**src/core/fsp_pkg.sv**
```systemverilog
// shared constants for the flash self-programming sequencer
// assumes a single 25 MHz system clock and an 8-bit register port
package fsp_pkg;

  // ----------------------------------------------------------------
  // register port
  // ----------------------------------------------------------------
  localparam int ADDR_W = 4;
  localparam int DATA_W = 8;

  localparam logic [ADDR_W-1:0] OFF_CTRL    = 4'h0;
  localparam logic [ADDR_W-1:0] OFF_PTR_LO  = 4'h1;
  localparam logic [ADDR_W-1:0] OFF_PTR_HI  = 4'h2;
  localparam logic [ADDR_W-1:0] OFF_DATA_LO = 4'h3;
  localparam logic [ADDR_W-1:0] OFF_DATA_HI = 4'h4;

  // ----------------------------------------------------------------
  // control/status fields
  // ----------------------------------------------------------------
  localparam int BIT_EN    = 0;
  localparam int BIT_REEN  = 4;
  localparam int BIT_BUSY  = 6;
  localparam int BIT_IRQEN = 7;
  localparam int CMD_W     = 5;

  // low five bits of the control byte that arm a store-program
  localparam logic [CMD_W-1:0] CMD_LOAD  = 5'h01;
  localparam logic [CMD_W-1:0] CMD_ERASE = 5'h03;
  localparam logic [CMD_W-1:0] CMD_WRITE = 5'h05;
  localparam logic [CMD_W-1:0] CMD_LOCK  = 5'h09;
  localparam logic [CMD_W-1:0] CMD_REEN  = 5'h11;
  localparam logic [CMD_W-1:0] CMD_NONE  = 5'h00;

  // ----------------------------------------------------------------
  // reset values
  // ----------------------------------------------------------------
  localparam logic [15:0] PTR_RST        = 16'h0000;
  localparam logic [7:0]  DATA_RST       = 8'h00;
  localparam logic [15:0] APP_RESET_ADDR = 16'h0000;
  localparam logic [15:0] ERASED_WORD    = 16'hFFFF;
  localparam int          LOCK_W         = 6;

  // ----------------------------------------------------------------
  // timing
  // ----------------------------------------------------------------
  localparam int          ARM_CYCLES    = 4;
  localparam int unsigned CLK_PERIOD_NS = 40;
  localparam int unsigned PROG_TIME_NS  = 3700000;
  localparam int unsigned PROG_CYCLES   =
    (PROG_TIME_NS + CLK_PERIOD_NS - 1) / CLK_PERIOD_NS;

endpackage

```
**src/core/fsp_page_buffer.sv**
```systemverilog
// temporary page buffer: one word per location, write-once until cleared
// assumes clear and write never come in one cycle; clear drops the write
`timescale 1ns/1ps
`default_nettype none
module fsp_page_buffer #(
  parameter int WORDS = 64,
  parameter int WIDTH = 16
) (
  input  wire logic                     clk_i,
  input  wire logic                     rst_n_i,
  input  wire logic                     clr_i,
  input  wire logic                     we_i,
  input  wire logic [$clog2(WORDS)-1:0] waddr_i,
  input  wire logic [WIDTH-1:0]         wdata_i,
  input  wire logic [$clog2(WORDS)-1:0] raddr_i,
  output logic      [WIDTH-1:0]         rdata_o
);
  import fsp_pkg::*;

  logic [WIDTH-1:0] mem_q [WORDS];
  logic [WORDS-1:0] vld_q;

  // -------------------------------------------------------------
  // storage
  // -------------------------------------------------------------
  // a loaded location refuses a second load until clear
  wire do_wr = we_i && !vld_q[waddr_i] && !clr_i;

  // valid map resets, so the buffer is empty after any reset
  always_ff @(posedge clk_i or negedge rst_n_i) begin
    if (!rst_n_i) begin
      vld_q <= '0;
    end else if (clr_i) begin
      vld_q <= '0;
    end else if (do_wr) begin
      vld_q[waddr_i] <= 1'b1;
    end
  end

  // data array carries no reset, only the valid map matters
  always_ff @(posedge clk_i) begin
    if (do_wr) begin
      mem_q[waddr_i] <= wdata_i;
    end
  end

  // unloaded words read as erased flash
  assign rdata_o = vld_q[raddr_i] ? mem_q[raddr_i] : WIDTH'(ERASED_WORD);

endmodule
`default_nettype wire

```
**src/core/fsp_prog_timer.sv**
```systemverilog
// programming duration counter, stands in for the oscillator-timed flash
// assumes start is a one-cycle pulse given only while idle
`timescale 1ns/1ps
`default_nettype none
module fsp_prog_timer #(
  parameter int unsigned CYCLES = fsp_pkg::PROG_CYCLES
) (
  input  wire logic clk_i,
  input  wire logic rst_n_i,
  input  wire logic start_i,
  output logic      busy_o,
  output logic      done_o
);
  localparam int CNT_W = $clog2(CYCLES + 1);

  logic [CNT_W-1:0] cnt_q;

  // -------------------------------------------------------------
  // count down, done pulses in the last busy cycle
  // -------------------------------------------------------------
  always_ff @(posedge clk_i or negedge rst_n_i) begin
    if (!rst_n_i) begin
      cnt_q <= '0;
    end else if (start_i) begin
      cnt_q <= CNT_W'(CYCLES);
    end else if (cnt_q != '0) begin
      cnt_q <= cnt_q - 1'b1;
    end
  end

  assign busy_o = (cnt_q != '0);
  assign done_o = (cnt_q == CNT_W'(1));

endmodule
`default_nettype wire

```
**src/core/fsp_top.sv**
```systemverilog
// flash self-programming sequencer: control register, pointer, page buffer
// assumes the core pulses SPM_EXEC_I/LPM_REQ_I and flash reads are async
//
// Overview of operation
// - reset vector is 0x0000 with fuse at 1, boot address with fuse at 0
// - fuse is input only; nothing the core does can change it
// - pointer low bits pick word in page, high bits pick the page
// - target page is latched when an operation starts
// - lock-bit set and re-enable ignore the pointer; all other operations use it
// - load-program reads pick the byte with pointer bit 0
// - X0000011 then store within four cycles erases the pointed page
// - erase keeps boot-safe readable; boot-safe erase halts the core
// - 00000001 then store loads data pair into buffer at word field
// - buffer clears after page write, on re-enable and on reset
// - an EEPROM write during loading discards the buffer contents
// - X0000101 then store writes buffer into the pointed page
// - write keeps boot-safe readable; boot-safe write halts the core
// - with interrupt enabled, request stays high while enable is clear
// - erase or write blocks updatable section and sets busy bit
// - re-enable command clears the busy bit after programming
// - X0001001 then store programs lock bits where data bits 5..0 are 0
// - lock programming blocks nothing and never halts the core
// - EEPROM write busy blocks every programming command
// - no store within four cycles clears command and enable, no action
// - busy bit reads one for as long as updatable reads are blocked
`timescale 1ns/1ps
`default_nettype none
module fsp_top #(
  parameter int          PAGE_WORDS      = 64,
  parameter int unsigned PROG_CYCLES     = fsp_pkg::PROG_CYCLES,
  parameter logic [14:0] BOOT_SAFE_START = 15'h1C00,
  parameter logic [15:0] BOOT_RESET_ADDR = 16'h1C00
) (
  input  wire logic                          SYS_CLK_I,
  input  wire logic                          ARST_N_I,
  input  wire logic [fsp_pkg::ADDR_W-1:0]    REG_ADDR_I,
  input  wire logic [fsp_pkg::DATA_W-1:0]    REG_WDATA_I,
  input  wire logic                          REG_WR_I,
  input  wire logic                          REG_RD_I,
  output logic      [fsp_pkg::DATA_W-1:0]    REG_RDATA_O,
  input  wire logic                          SPM_EXEC_I,
  input  wire logic                          LPM_REQ_I,
  input  wire logic                          EEPROM_WRITE_BUSY_I,
  input  wire logic                          BOOT_RESET_FUSE_I,
  input  wire logic [15:0]                   FLASH_RDATA_I,
  output logic      [15:0]                   RESET_VECTOR_O,
  output logic                               CPU_HALT_O,
  output logic                               UPD_READ_BLOCK_O,
  output logic                               SPM_IRQ_O,
  output logic      [14:0]                   FLASH_RADDR_O,
  output logic      [7:0]                    LPM_DATA_O,
  output logic                               LPM_VALID_O,
  output logic                               FLASH_ERASE_O,
  output logic                               FLASH_WRITE_O,
  output logic      [14:0]                   FLASH_PAGE_ADDR_O,
  output logic                               FLASH_WSTB_O,
  output logic      [$clog2(PAGE_WORDS)-1:0] FLASH_WIDX_O,
  output logic      [15:0]                   FLASH_WDATA_O,
  output logic                               FLASH_LOCK_O,
  output logic      [fsp_pkg::LOCK_W-1:0]    FLASH_LOCK_DATA_O
);
  import fsp_pkg::*;

  localparam int WIDX_W = $clog2(PAGE_WORDS);
  localparam logic [WIDX_W-1:0] WIDX_LAST = WIDX_W'(PAGE_WORDS - 1);
  localparam logic [1:0] ARM_LAST = 2'(ARM_CYCLES - 1);

  typedef enum logic [2:0] {
    ST_IDLE  = 3'b001,
    ST_ARMED = 3'b010,
    ST_PROG  = 3'b100
  } fsp_state_e;

  // ---------------------------------------------------------------
  // helpers
  // ---------------------------------------------------------------
  // word address of the first word of the page the pointer names
  function automatic logic [14:0] page_base(input logic [15:0] z);
    page_base = z[15:1] & ~15'(PAGE_WORDS - 1);
  endfunction

  // pages at or above the boundary form the boot-safe section
  function automatic logic is_boot_safe(input logic [14:0] word_addr);
    is_boot_safe = (word_addr >= BOOT_SAFE_START);
  endfunction

  // ---------------------------------------------------------------
  // state
  // ---------------------------------------------------------------
  fsp_state_e        st_q;
  logic [CMD_W-1:0]  cmd_q;
  logic [1:0]        arm_cnt_q;
  logic              irqen_q;
  logic              busy_q;
  logic [15:0]       ptr_q;
  logic [7:0]        data_lo_q;
  logic [7:0]        data_hi_q;
  logic              eep_q;
  logic              byte_sel_q;
  logic              lpm_pend_q;
  logic              str_act_q;
  logic [WIDX_W-1:0] str_cnt_q;
  logic [15:0]       buf_rdata;
  logic              tmr_done;

  // ---------------------------------------------------------------
  // register decode
  // ---------------------------------------------------------------
  wire wr_ctrl    = REG_WR_I && (REG_ADDR_I == OFF_CTRL);
  wire wr_ptr_lo  = REG_WR_I && (REG_ADDR_I == OFF_PTR_LO);
  wire wr_ptr_hi  = REG_WR_I && (REG_ADDR_I == OFF_PTR_HI);
  wire wr_data_lo = REG_WR_I && (REG_ADDR_I == OFF_DATA_LO);
  wire wr_data_hi = REG_WR_I && (REG_ADDR_I == OFF_DATA_HI);
  wire [CMD_W-1:0] wr_cmd = REG_WDATA_I[CMD_W-1:0];

  // only the documented patterns arm; bit 7 is the interrupt enable
  wire cmd_valid = (wr_cmd == CMD_LOAD) || (wr_cmd == CMD_ERASE) ||
                   (wr_cmd == CMD_WRITE) || (wr_cmd == CMD_LOCK) ||
                   (wr_cmd == CMD_REEN);

  // an EEPROM write in flight refuses the command outright
  wire arm_ok = wr_ctrl && cmd_valid && (st_q == ST_IDLE) &&
                !EEPROM_WRITE_BUSY_I;

  // ---------------------------------------------------------------
  // store-program acceptance
  // ---------------------------------------------------------------
  wire spm_take = SPM_EXEC_I && (st_q == ST_ARMED) && !EEPROM_WRITE_BUSY_I;
  wire tk_load  = spm_take && (cmd_q == CMD_LOAD);
  wire tk_erase = spm_take && (cmd_q == CMD_ERASE);
  wire tk_write = spm_take && (cmd_q == CMD_WRITE);
  wire tk_lock  = spm_take && (cmd_q == CMD_LOCK);
  wire tk_reen  = spm_take && (cmd_q == CMD_REEN);
  wire tk_prog  = tk_erase || tk_write;
  wire arm_tout = (st_q == ST_ARMED) && !spm_take && (arm_cnt_q == ARM_LAST);

  // page field only; word field of the pointer is ignored here
  wire [14:0] tgt_page = page_base(ptr_q);
  wire        tgt_boot = is_boot_safe(tgt_page);

  // buffer is lost on write end, re-enable and EEPROM write start
  wire eep_rise = EEPROM_WRITE_BUSY_I && !eep_q;
  wire wr_done  = tmr_done && (cmd_q == CMD_WRITE);
  wire buf_clr  = tk_reen || wr_done || eep_rise;

  // ---------------------------------------------------------------
  // sequencer
  // ---------------------------------------------------------------
  // ops that hold enable set until the flash reports done
  always_ff @(posedge SYS_CLK_I or negedge ARST_N_I) begin
    if (!ARST_N_I) begin
      st_q      <= ST_IDLE;
      cmd_q     <= CMD_NONE;
      arm_cnt_q <= 2'h0;
    end else begin
      unique case (st_q)
        ST_IDLE: begin
          if (arm_ok) begin
            st_q      <= ST_ARMED;
            cmd_q     <= wr_cmd;
            arm_cnt_q <= 2'h0;
          end
        end
        ST_ARMED: begin
          if (tk_prog || tk_lock) begin
            st_q <= ST_PROG;
          end else if (spm_take || arm_tout) begin
            st_q  <= ST_IDLE;
            cmd_q <= CMD_NONE;
          end else begin
            arm_cnt_q <= arm_cnt_q + 2'h1;
          end
        end
        ST_PROG: begin
          if (tmr_done) begin
            st_q  <= ST_IDLE;
            cmd_q <= CMD_NONE;
          end
        end
      endcase
    end
  end

  // ---------------------------------------------------------------
  // software-visible registers
  // ---------------------------------------------------------------
  // interrupt enable is writable even while a command is refused
  always_ff @(posedge SYS_CLK_I or negedge ARST_N_I) begin
    if (!ARST_N_I) begin
      irqen_q <= 1'b0;
    end else if (wr_ctrl) begin
      irqen_q <= REG_WDATA_I[BIT_IRQEN];
    end
  end

  // pointer and data pair; a running op uses its own latched copy
  always_ff @(posedge SYS_CLK_I or negedge ARST_N_I) begin
    if (!ARST_N_I) begin
      ptr_q     <= PTR_RST;
      data_lo_q <= DATA_RST;
      data_hi_q <= DATA_RST;
    end else begin
      if (wr_ptr_lo) ptr_q[7:0] <= REG_WDATA_I;
      if (wr_ptr_hi) ptr_q[15:8] <= REG_WDATA_I;
      if (wr_data_lo) data_lo_q <= REG_WDATA_I;
      if (wr_data_hi) data_hi_q <= REG_WDATA_I;
    end
  end

  // busy is the read block itself, so the two never disagree
  always_ff @(posedge SYS_CLK_I or negedge ARST_N_I) begin
    if (!ARST_N_I) begin
      busy_q <= 1'b0;
    end else if (tk_prog) begin
      busy_q <= 1'b1;
    end else if (tk_reen) begin
      busy_q <= 1'b0;
    end
  end
  assign UPD_READ_BLOCK_O = busy_q;

  // read mux, reserved bit 5 and unmapped offsets read zero
  wire [7:0] ctrl_rd = {irqen_q, busy_q, 1'b0, cmd_q};
  wire [7:0] rd_mux  = (REG_ADDR_I == OFF_CTRL)    ? ctrl_rd     :
                       (REG_ADDR_I == OFF_PTR_LO)  ? ptr_q[7:0]  :
                       (REG_ADDR_I == OFF_PTR_HI)  ? ptr_q[15:8] :
                       (REG_ADDR_I == OFF_DATA_LO) ? data_lo_q   :
                       (REG_ADDR_I == OFF_DATA_HI) ? data_hi_q   : 8'h00;

  // read data stands only in the cycle after the strobe
  always_ff @(posedge SYS_CLK_I or negedge ARST_N_I) begin
    if (!ARST_N_I) begin
      REG_RDATA_O <= 8'h00;
    end else begin
      REG_RDATA_O <= REG_RD_I ? rd_mux : 8'h00;
    end
  end

  // ---------------------------------------------------------------
  // core-side outputs
  // ---------------------------------------------------------------
  // fuse is sampled, never stored or written back
  always_ff @(posedge SYS_CLK_I or negedge ARST_N_I) begin
    if (!ARST_N_I) begin
      RESET_VECTOR_O <= APP_RESET_ADDR;
    end else begin
      RESET_VECTOR_O <= BOOT_RESET_FUSE_I ? APP_RESET_ADDR : BOOT_RESET_ADDR;
    end
  end

  // level request while enabled and no command stands
  always_ff @(posedge SYS_CLK_I or negedge ARST_N_I) begin
    if (!ARST_N_I) begin
      SPM_IRQ_O <= 1'b0;
      eep_q     <= 1'b0;
    end else begin
      SPM_IRQ_O <= irqen_q && !cmd_q[BIT_EN];
      eep_q     <= EEPROM_WRITE_BUSY_I;
    end
  end

  // halt only for boot-safe erase/write, never for locks
  always_ff @(posedge SYS_CLK_I or negedge ARST_N_I) begin
    if (!ARST_N_I) begin
      CPU_HALT_O <= 1'b0;
    end else if (tk_prog && tgt_boot) begin
      CPU_HALT_O <= 1'b1;
    end else if (tmr_done) begin
      CPU_HALT_O <= 1'b0;
    end
  end

  // byte-wide program reads; the word comes back the next cycle
  always_ff @(posedge SYS_CLK_I or negedge ARST_N_I) begin
    if (!ARST_N_I) begin
      FLASH_RADDR_O <= 15'h0000;
      byte_sel_q    <= 1'b0;
      lpm_pend_q    <= 1'b0;
      LPM_DATA_O    <= 8'h00;
      LPM_VALID_O   <= 1'b0;
    end else begin
      lpm_pend_q  <= LPM_REQ_I;
      LPM_VALID_O <= lpm_pend_q;
      if (LPM_REQ_I) begin
        FLASH_RADDR_O <= ptr_q[15:1];
        byte_sel_q    <= ptr_q[0];
      end
      if (lpm_pend_q) begin
        LPM_DATA_O <= byte_sel_q ? FLASH_RDATA_I[15:8] : FLASH_RDATA_I[7:0];
      end
    end
  end

  // ---------------------------------------------------------------
  // flash-side commands
  // ---------------------------------------------------------------
  // page latched at start, later pointer writes cannot move it
  always_ff @(posedge SYS_CLK_I or negedge ARST_N_I) begin
    if (!ARST_N_I) begin
      FLASH_ERASE_O     <= 1'b0;
      FLASH_WRITE_O     <= 1'b0;
      FLASH_LOCK_O      <= 1'b0;
      FLASH_PAGE_ADDR_O <= 15'h0000;
      FLASH_LOCK_DATA_O <= '1;
    end else begin
      FLASH_ERASE_O <= tk_erase;
      FLASH_WRITE_O <= tk_write;
      FLASH_LOCK_O  <= tk_lock;
      if (tk_prog) begin
        FLASH_PAGE_ADDR_O <= tgt_page;
      end
      if (tk_lock) begin
        // pointer not consulted; 0 bits program their lock
        FLASH_LOCK_DATA_O <= data_lo_q[LOCK_W-1:0];
      end
    end
  end

  // page write streams every buffer word out once after the start
  always_ff @(posedge SYS_CLK_I or negedge ARST_N_I) begin
    if (!ARST_N_I) begin
      str_act_q <= 1'b0;
      str_cnt_q <= '0;
    end else if (tk_write) begin
      str_act_q <= 1'b1;
      str_cnt_q <= '0;
    end else if (str_act_q) begin
      str_act_q <= (str_cnt_q != WIDX_LAST);
      str_cnt_q <= str_cnt_q + 1'b1;
    end
  end

  // data pair is ignored here; only buffered words go out
  always_ff @(posedge SYS_CLK_I or negedge ARST_N_I) begin
    if (!ARST_N_I) begin
      FLASH_WSTB_O  <= 1'b0;
      FLASH_WIDX_O  <= '0;
      FLASH_WDATA_O <= ERASED_WORD;
    end else begin
      FLASH_WSTB_O  <= str_act_q;
      FLASH_WIDX_O  <= str_cnt_q;
      FLASH_WDATA_O <= buf_rdata;
    end
  end

  // ---------------------------------------------------------------
  // submodules
  // ---------------------------------------------------------------
  // load writes the data pair at the pointer word field
  fsp_page_buffer #(
    .WORDS (PAGE_WORDS),
    .WIDTH (16)
  ) u_buf (
    .clk_i   (SYS_CLK_I),
    .rst_n_i (ARST_N_I),
    .clr_i   (buf_clr),
    .we_i    (tk_load),
    .waddr_i (ptr_q[WIDX_W:1]),
    .wdata_i ({data_hi_q, data_lo_q}),
    .raddr_i (str_cnt_q),
    .rdata_o (buf_rdata)
  );

  // one duration for erase, write and lock programming
  fsp_prog_timer #(
    .CYCLES (PROG_CYCLES)
  ) u_tmr (
    .clk_i   (SYS_CLK_I),
    .rst_n_i (ARST_N_I),
    .start_i (tk_prog || tk_lock),
    .busy_o  (),
    .done_o  (tmr_done)
  );
endmodule
`default_nettype wire

```
**config.mk**
```make
export PLATFORM = sky130hd
export DESIGN_NAME = fsp_top
export DESIGN_NICKNAME = d
export VERILOG_FILES = /design/src/core/fsp_pkg.sv /design/src/core/fsp_page_buffer.sv /design/src/core/fsp_prog_timer.sv /design/src/core/fsp_top.sv
export SDC_FILE = /design/constraint.sdc
export NUM_CORES = 1
export LEC_CHECK = 0
export BUFFER_PORTS_ARGS = -buffer_cell sky130_fd_sc_hd__buf_2
export CORE_MARGIN = 1
export CORE_UTILIZATION = 50
export CTS_BUF_LIST = sky130_fd_sc_hd__clkbuf_16
export DETAILED_ROUTE_END_ITERATION = 8
export GPL_TIMING_DRIVEN = 1
export PLACE_DENSITY = 0.75
export SLEW_MARGIN = 10
export SYNTH_ARGS = -nofsm -noshare
export SYNTH_HDL_FRONTEND = slang
export SYNTH_HIERARCHICAL = 1
export SYNTH_SLANG_ARGS = --single-unit
```
**constraint.sdc**
```tcl
create_clock -name SYS_CLK_I -period 3.8 [get_ports SYS_CLK_I]
set_clock_uncertainty 0.05 [all_clocks]
set_input_delay 0.95 -clock SYS_CLK_I [delete_from_list [all_inputs] [get_ports SYS_CLK_I]]
set_output_delay 0.95 -clock SYS_CLK_I [all_outputs]
set_load 0.005 [all_outputs]
```
Yosys cells after proc, flatten, opt, wreduce, memory -nomap -nowiden --
Memory sizes are Yosys's and may differ from the RTL's. Index checks and enable logic that the tools add are counted.
Cells by class: add/subtract/negate cells 3, multiply operators 0, div/mod/pow operators 0, order comparisons 4, eq/ne operators 26, shift-type cells 0, mux-type cells 43, bitwise logic cells 1, reduce and logical (&&, ||, !) cells 50
Operators with widths (number):
- $mux W64 | 2
- $or A64 B64 Y64 | 1
- $mux W8 | 7
- $mux W17 | 2
- $logic_and A1 B1 Y1 | 24
- $mux W5 | 4
- $eq A17 B1 Y1 const B | 1
- $reduce_bool A17 Y1 | 1
- $sub A17 B1 Y17 const B | 1
- $mux W16 | 1
- $ge A15 B13 Y1 const B | 1
- $pmux W5 S3 | 1
- $lt A6 B7 Y1 const B | 2
- $mux W13 | 1
- $bmux W1 S6 | 2
- $mux W3 | 4
- $mux W6 | 2
- $reduce_bool A2 Y1 | 6
- $mux W1 | 11
- $eq A5 B1 Y1 const B | 2
- $eq A5 B2 Y1 const B | 2
- $eq A5 B3 Y1 const B | 2
- $eq A5 B4 Y1 const B | 2
- $eq A5 B5 Y1 const B | 2
- other kinds (23) | 43
Word-level totals: bits in registers 223, latch bits 0, memory bits (writable) 1024, memory bits (read-only) 0, input port bits 36, output and inout port bits 98, memories kept 1
Memory list:
- u_buf.mem_q | words 64, width 16, rd ports 1, clocked after Yosys merged registers in 0, wr ports 1, line fsp_page_buffer.sv:20 | logic [WIDTH-1:0] mem_q [WORDS];

Depth between registers and ports, before layout --
depth in word-level cells 10, depth in mapped cells 12, depth with buffers taken out 10

Cells and area by module --
The synthesis kept the hierarchy.
By module, submodules not included:
- fsp_page_buffer | times used 1, cells an instance 1946, area an instance 42265.5 um^2
- fsp_top | times used 1, cells an instance 421, area an instance 5378.9 um^2
- fsp_prog_timer | times used 1, cells an instance 101, area an instance 964.7 um^2

Worst setup path before layout --
Ideal clock, no wire load.
path type input-to-reg, start input port SPM_EXEC_I, end memory u_buf.mem_q[55][0] (enable), arrival 3.597 ns, required time 3.361 ns, path slack -0.236 ns, cell stages on the path 10, path buffers 2, path through nor2b_1 > nand2_1 > nor2_1 > nand2_1 > nor3_1 > or3b_1 > or4b_1 > clkbuf_1 > clkbuf_1 > nor2_1
RTL lines:
- from (decl) | line fsp_top.sv:41 | input wire logic SPM_EXEC_I,
- $logic_and A1 B1 Y1 (2 in a row) | line fsp_top.sv:128 | wire spm_take = SPM_EXEC_I && (st_q == ST_ARMED) && !EEPROM_WRITE_BUSY_I;
- $logic_and A1 B1 Y1 | line fsp_top.sv:129 | wire tk_load = spm_take && (cmd_q == CMD_LOAD);
- via tk_load | line fsp_top.sv:129
- $logic_and A1 B1 Y1 (2 in a row) | line fsp_page_buffer.sv:27 | wire do_wr = we_i && !vld_q[waddr_i] && !clr_i;
- $mux W1 | line fsp_page_buffer.sv:42 | if (do_wr) begin
- $mux W1 (implied by the code) | line fsp_page_buffer.sv:43 | mem_q[waddr_i] <= wdata_i;
- to (decl) | line fsp_page_buffer.sv:20
The timed path passes the listed nets, and every way through them passes these cells.

Worst setup path in the final report --
start register u_tmr.cnt_q[8], end memory u_buf.mem_q[50][9] (enable)
On the way: longest elaborated chain between the ends 8
Ends and longest elaborated chain:
- from (decl) | line fsp_prog_timer.sv:16 | logic [CNT_W-1:0] cnt_q;
- from (signal assigned) | line fsp_prog_timer.sv:25 | cnt_q <= CNT_W'(CYCLES);
- from (signal assigned) | line fsp_prog_timer.sv:27 | cnt_q <= cnt_q - 1'b1;
- $eq A17 B1 Y1 | line fsp_prog_timer.sv:32 | assign done_o = (cnt_q == CNT_W'(1));
- via tmr_done | line fsp_top.sv:104 | logic tmr_done;
- $logic_and A1 B1 Y1 | line fsp_top.sv:143 | wire wr_done = tmr_done && (cmd_q == CMD_WRITE);
- $logic_or A1 B1 Y1 (2 in a row) | line fsp_top.sv:144 | wire buf_clr = tk_reen || wr_done || eep_rise;
- via buf_clr | line fsp_top.sv:144
- $logic_not A1 Y1 | line fsp_page_buffer.sv:27
- $logic_and A1 B1 Y1 | line fsp_page_buffer.sv:27
- $mux W1 | line fsp_page_buffer.sv:42
- $mux W1 (implied by the code) | line fsp_page_buffer.sv:43
The timed path passes the listed nets, and every way through them passes these cells.

==> summary.md <==
| Metric | Value |
|---|---|
| CTS buffer count | `117` |
| Crit path DAT | `4.03 ns` |
| Fmax | `271 MHz` |
| Fill cells | `6769` |
| CTS sink count | `1235` |
| Ys async rst share | `17.1%` |
| Reg-to-Reg Start | `u_tmr/cnt_q[8]` |
| Vias per cell | `6.40` |
| Drt first pass iters | `8` |
| Seq/Total Area, Yosys | `74.2%` |
| Routed via count | `26300` |
| Multi-input gate area | `0.0117 mm²` |
| DRT Wirelength | `120000 µm` |
| Combinational Power Share | `23.3%` |
| Worst-path fanout max | `9` |
| Sw Ratio | `29.6%` |
| Row cnt | `114` |
| Worst Tran Pin Value | `1.05 ns` |
| Post-synth top cells | `edfxtp_1 (1024), mux4_2 (275), dfrtp_1 (188)` |
| Hold Slack | `0.218 ns` |
| Final slew viol count | `0` |
| Clk_lat worst skew | `0.69 ns` |
| Setup violators final | `0` |
| Clk root buf | `clkbuf_16` |
| Share of the synthesized area in the top cell type | `63.3%` |
| Largest net degree at the start of global routing | `79` |
| Final setup TNS | `0 ns` |
| Vert. Die Dim | `314 µm` |
| Seq. cell area | `0.0361 mm²` |
| Grt ovf | `0` |
| Post-DP HPWL | `74400 µm` |
| Final Non-Filler Cells | `4116` |
| Ys Warns | `6` |
| Netlist cell types | `75` |
| Final hold violations | `0` |
| Critical R2R Capture | `u_buf/mem_q[50][9]` |
| CP endpoint kind | `flip-flop` |
| Yosys top cell by area | `edfxtp_1` |
| Power Density | `653 mW/mm²` |
| Placer Congestion | `0.976` |
| Die area | `0.0985 mm²` |
| CTS H-Tree Depth | `3` |
| Prevailing post-synth register cell | `edfxtp_1` |
| Clock network power share | `30.5%` |
| Post_cts resized | `0` |
| RSZ-0062 raised after global routing | `no` |
| I/O pin count | `134` |
| DRC viols | `0` |
| Net Switching | `10700 µW` |
| Gate Count Post-Synth | `2468` |
| Dpl cells | `3893` |
| Max_cap viols | `0` |
| CTS Buffer Depth | `3` |
| P_leak | `0.0192 µW` |
| P_int | `25600 µW` |
| Status | `finished clean` |
| R2r setup slk | `0.11 ns` |
| Yosys reg bits | `1235` |
| Global-route wire length before repair | `176000 µm` |
| Hold Path Class | `input port to asynchronous set/reset pin` |
| Die width | `314 µm` |
| TritonCTS clock tree | `built` |
| Initial antenna violation count | `2` |
| Setup bufs post-CTS | `0` |
| Relative slew slack | `30.0%` |
| Vias in the first global route | `25900` |
| CTS Hold Buffers Added | `0` |
| Most frequent cell after synthesis | `edfxtp_1` |
| Placed Instance Area | `0.0519 mm²` |
| Area grow syn2layout | `14.4%` |
| Final worst path period share | `97.0%` |
| Share of cells above drive strength 1 | `30.9%` |
| Crit start category | `flip-flop` |
| Final min period | `3.69 ns` |
| Nets | `2776` |
| Antenna viol nets, final | `0` |
| Seq pwr share | `46.2%` |
| Worst Path Class, Setup | `flip-flop to flip-flop` |
| Syn Std Cell Area | `0.0486 mm²` |
| Worst-path clk slew | `0.06 ns` |
| Area contributors post-synth | `edfxtp_1 (63%), mux4_2 (13%), dfrtp_1 (9.7%), a22oi_1 (2.1%), mux2_2 (1.7%)` |
| Post-route cell area | `0.0556 mm²` |
| Post-Syn Area per Cell | `19.7 µm²` |
| Core footprint | `0.0966 mm²` |
| Required time of the critical path | `4.14 ns` |
| Initial Utilization | `50.3%` |
| PortBufs | `114` |
| Routed wire length per instance | `29.1 µm` |
| Reg2reg path depth | `10` |
| GRT Total Usage | `24.4%` |
| Max IR drop VDD | `0.437 mV` |
| Number of synthesized flops with an enable pin | `1024` |
| Initial DRC Count | `3648` |
==> state kept, by name (all words and copies together) (netlist names), 2 cells and up <==
name,count
u_buf/mem_q,1024
u_buf/vld_q,64
u_tmr/cnt_q,17
FLASH_WDATA_O,16
ptr_q,16
FLASH_RADDR_O,15
FLASH_PAGE_ADDR_O,9
LPM_DATA_O,8
REG_RDATA_O,8
data_hi_q,8
data_lo_q,8
FLASH_LOCK_DATA_O,6
FLASH_WIDX_O,6
str_cnt_q,6
cmd_q,5
st_q,3
arm_cnt_q,2
==> how the worst max path moves through the flow <==
stage / endpoint / slack (ns) / depth (start not counted) / from
2_1_floorplan: u_buf/mem_q[55][0] / -0.24 / 10 / SPM_EXEC_I
3_3_place_gp: u_buf/mem_q[55][4] / -0.13 / 12 / EEPROM_WRITE_BUSY_I
3_5_place_dp: u_buf/mem_q[52][9] / -0.20 / 12 / EEPROM_WRITE_BUSY_I
4_1_cts: u_buf/mem_q[52][9] / 0.19 / 10 / u_tmr/cnt_q[8]
5_1_grt: u_buf/mem_q[55][6] / 0.01 / 10 / u_tmr/cnt_q[8]
6_report: u_buf/mem_q[50][9] / 0.11 / 10 / u_tmr/cnt_q[8]
==> per-stage QoR <==
step | utilization, % | setup slack (ns) | total power, µW
after floorplan | - | -0.236 | 22200
after global placement | 53.8 | -0.125 | 25100
after detailed placement | 53.8 | -0.202 | 25400
after CTS | 57.6 | 0.188 | 36400
after global routing | 57.6 | 0.0115 | 37400
final | 57.6 | 0.114 | 36300
==> layout make-up <==
| cell class | instances | share of cell area (%) |
|---|---|---|
| Antenna cell | 2 | 0.00900 |
| Clock buffer | 119 | 5.35 |
| Clock inverter | 102 | 1.24 |
| Inverter | 22 | 0.148 |
| Multi-Input combinational cell | 1063 | 21.0 |
| Sequential cell | 1235 | 64.9 |
| Tap cell | 1276 | 2.87 |
| Timing Repair Buffer | 297 | 4.53 |
==> layout by cell type (no fill, tap or decap), types with 12 or more instances in the layout <==
cell type	synthesis	routed
a21o_1	35	35
a21oi_1	92	92
a22oi_1	138	138
buf_12	1	45
buf_2	54	113
buf_4	29	138
clkbuf_16	0	119
clkinv_1	0	22
clkinv_2	0	19
conb_1	1	19
dfrtp_1	188	170
dfrtp_2	0	15
dfstp_2	23	23
edfxtp_1	1024	1024
inv_1	21	58
mux2_2	74	74
mux2i_1	30	30
mux4_2	275	275
nand2_1	35	35
nand2b_1	12	12
nand3_1	15	15
nor2_1	102	94
nor2b_1	20	18
nor3_1	12	12
nor4_1	20	20
o21ai_0	18	18
o21ai_1	17	17
o2bb2ai_1	31	31
==> power groups by stage <==
| stage | Clock [µW] | Sequential (µW) | Combinational (µW) |
|---|---|---|---|
| after global routing | 11700 | 16900 | 8860 |
| after global placement | 0 | 17000 | 8130 |
| final | 11100 | 16800 | 8460 |
| after detailed placement | 0 | 17100 | 8290 |
| after floorplan | 0 | 16700 | 5480 |
| after CTS | 11200 | 16800 | 8360 |
==> layer usage <==
layer	vias to the layer above	track usage, %	routed length (µm)
met2	1783	36.7	54700
met5	-	0.677	92
met3	256	5.56	14300
li1	10600	-	-
met4	2	7.68	4070
met1	13700	35.8	46500
==> critical path, stage by stage (launching register included) <==
cell and delay [ns]:
dfrtp_1 0.44, nor3_1 0.13, and3_1 0.27, and3_1 0.23
inv_1 0.17, o221ai_1 0.29, or3b_1 0.54, or4b_1 0.63
buf_4 0.22, nor2_1 0.18, buf_4 0.23
==> cell families (layout without fill, tap and decap cells) <==
| family | Yosys count | count (layout) | share of synthesized area [%] |
|---|---|---|---|
| flops | 1235 | 1235 | 74.2 |
| buf+inv | 188 | 540 | 2.06 |
| simple gates | 278 | 278 | 2.97 |
| fa+ha+maj | 5 | 5 | 0.124 |
| compound gates | 367 | 367 | 5.14 |
| xor+xnor | 7 | 7 | 0.126 |
| other cells | 1 | 21 | 0.00771 |
| mux | 387 | 387 | 15.4 |
Note: power is estimated with default switching activity, not from simulation.
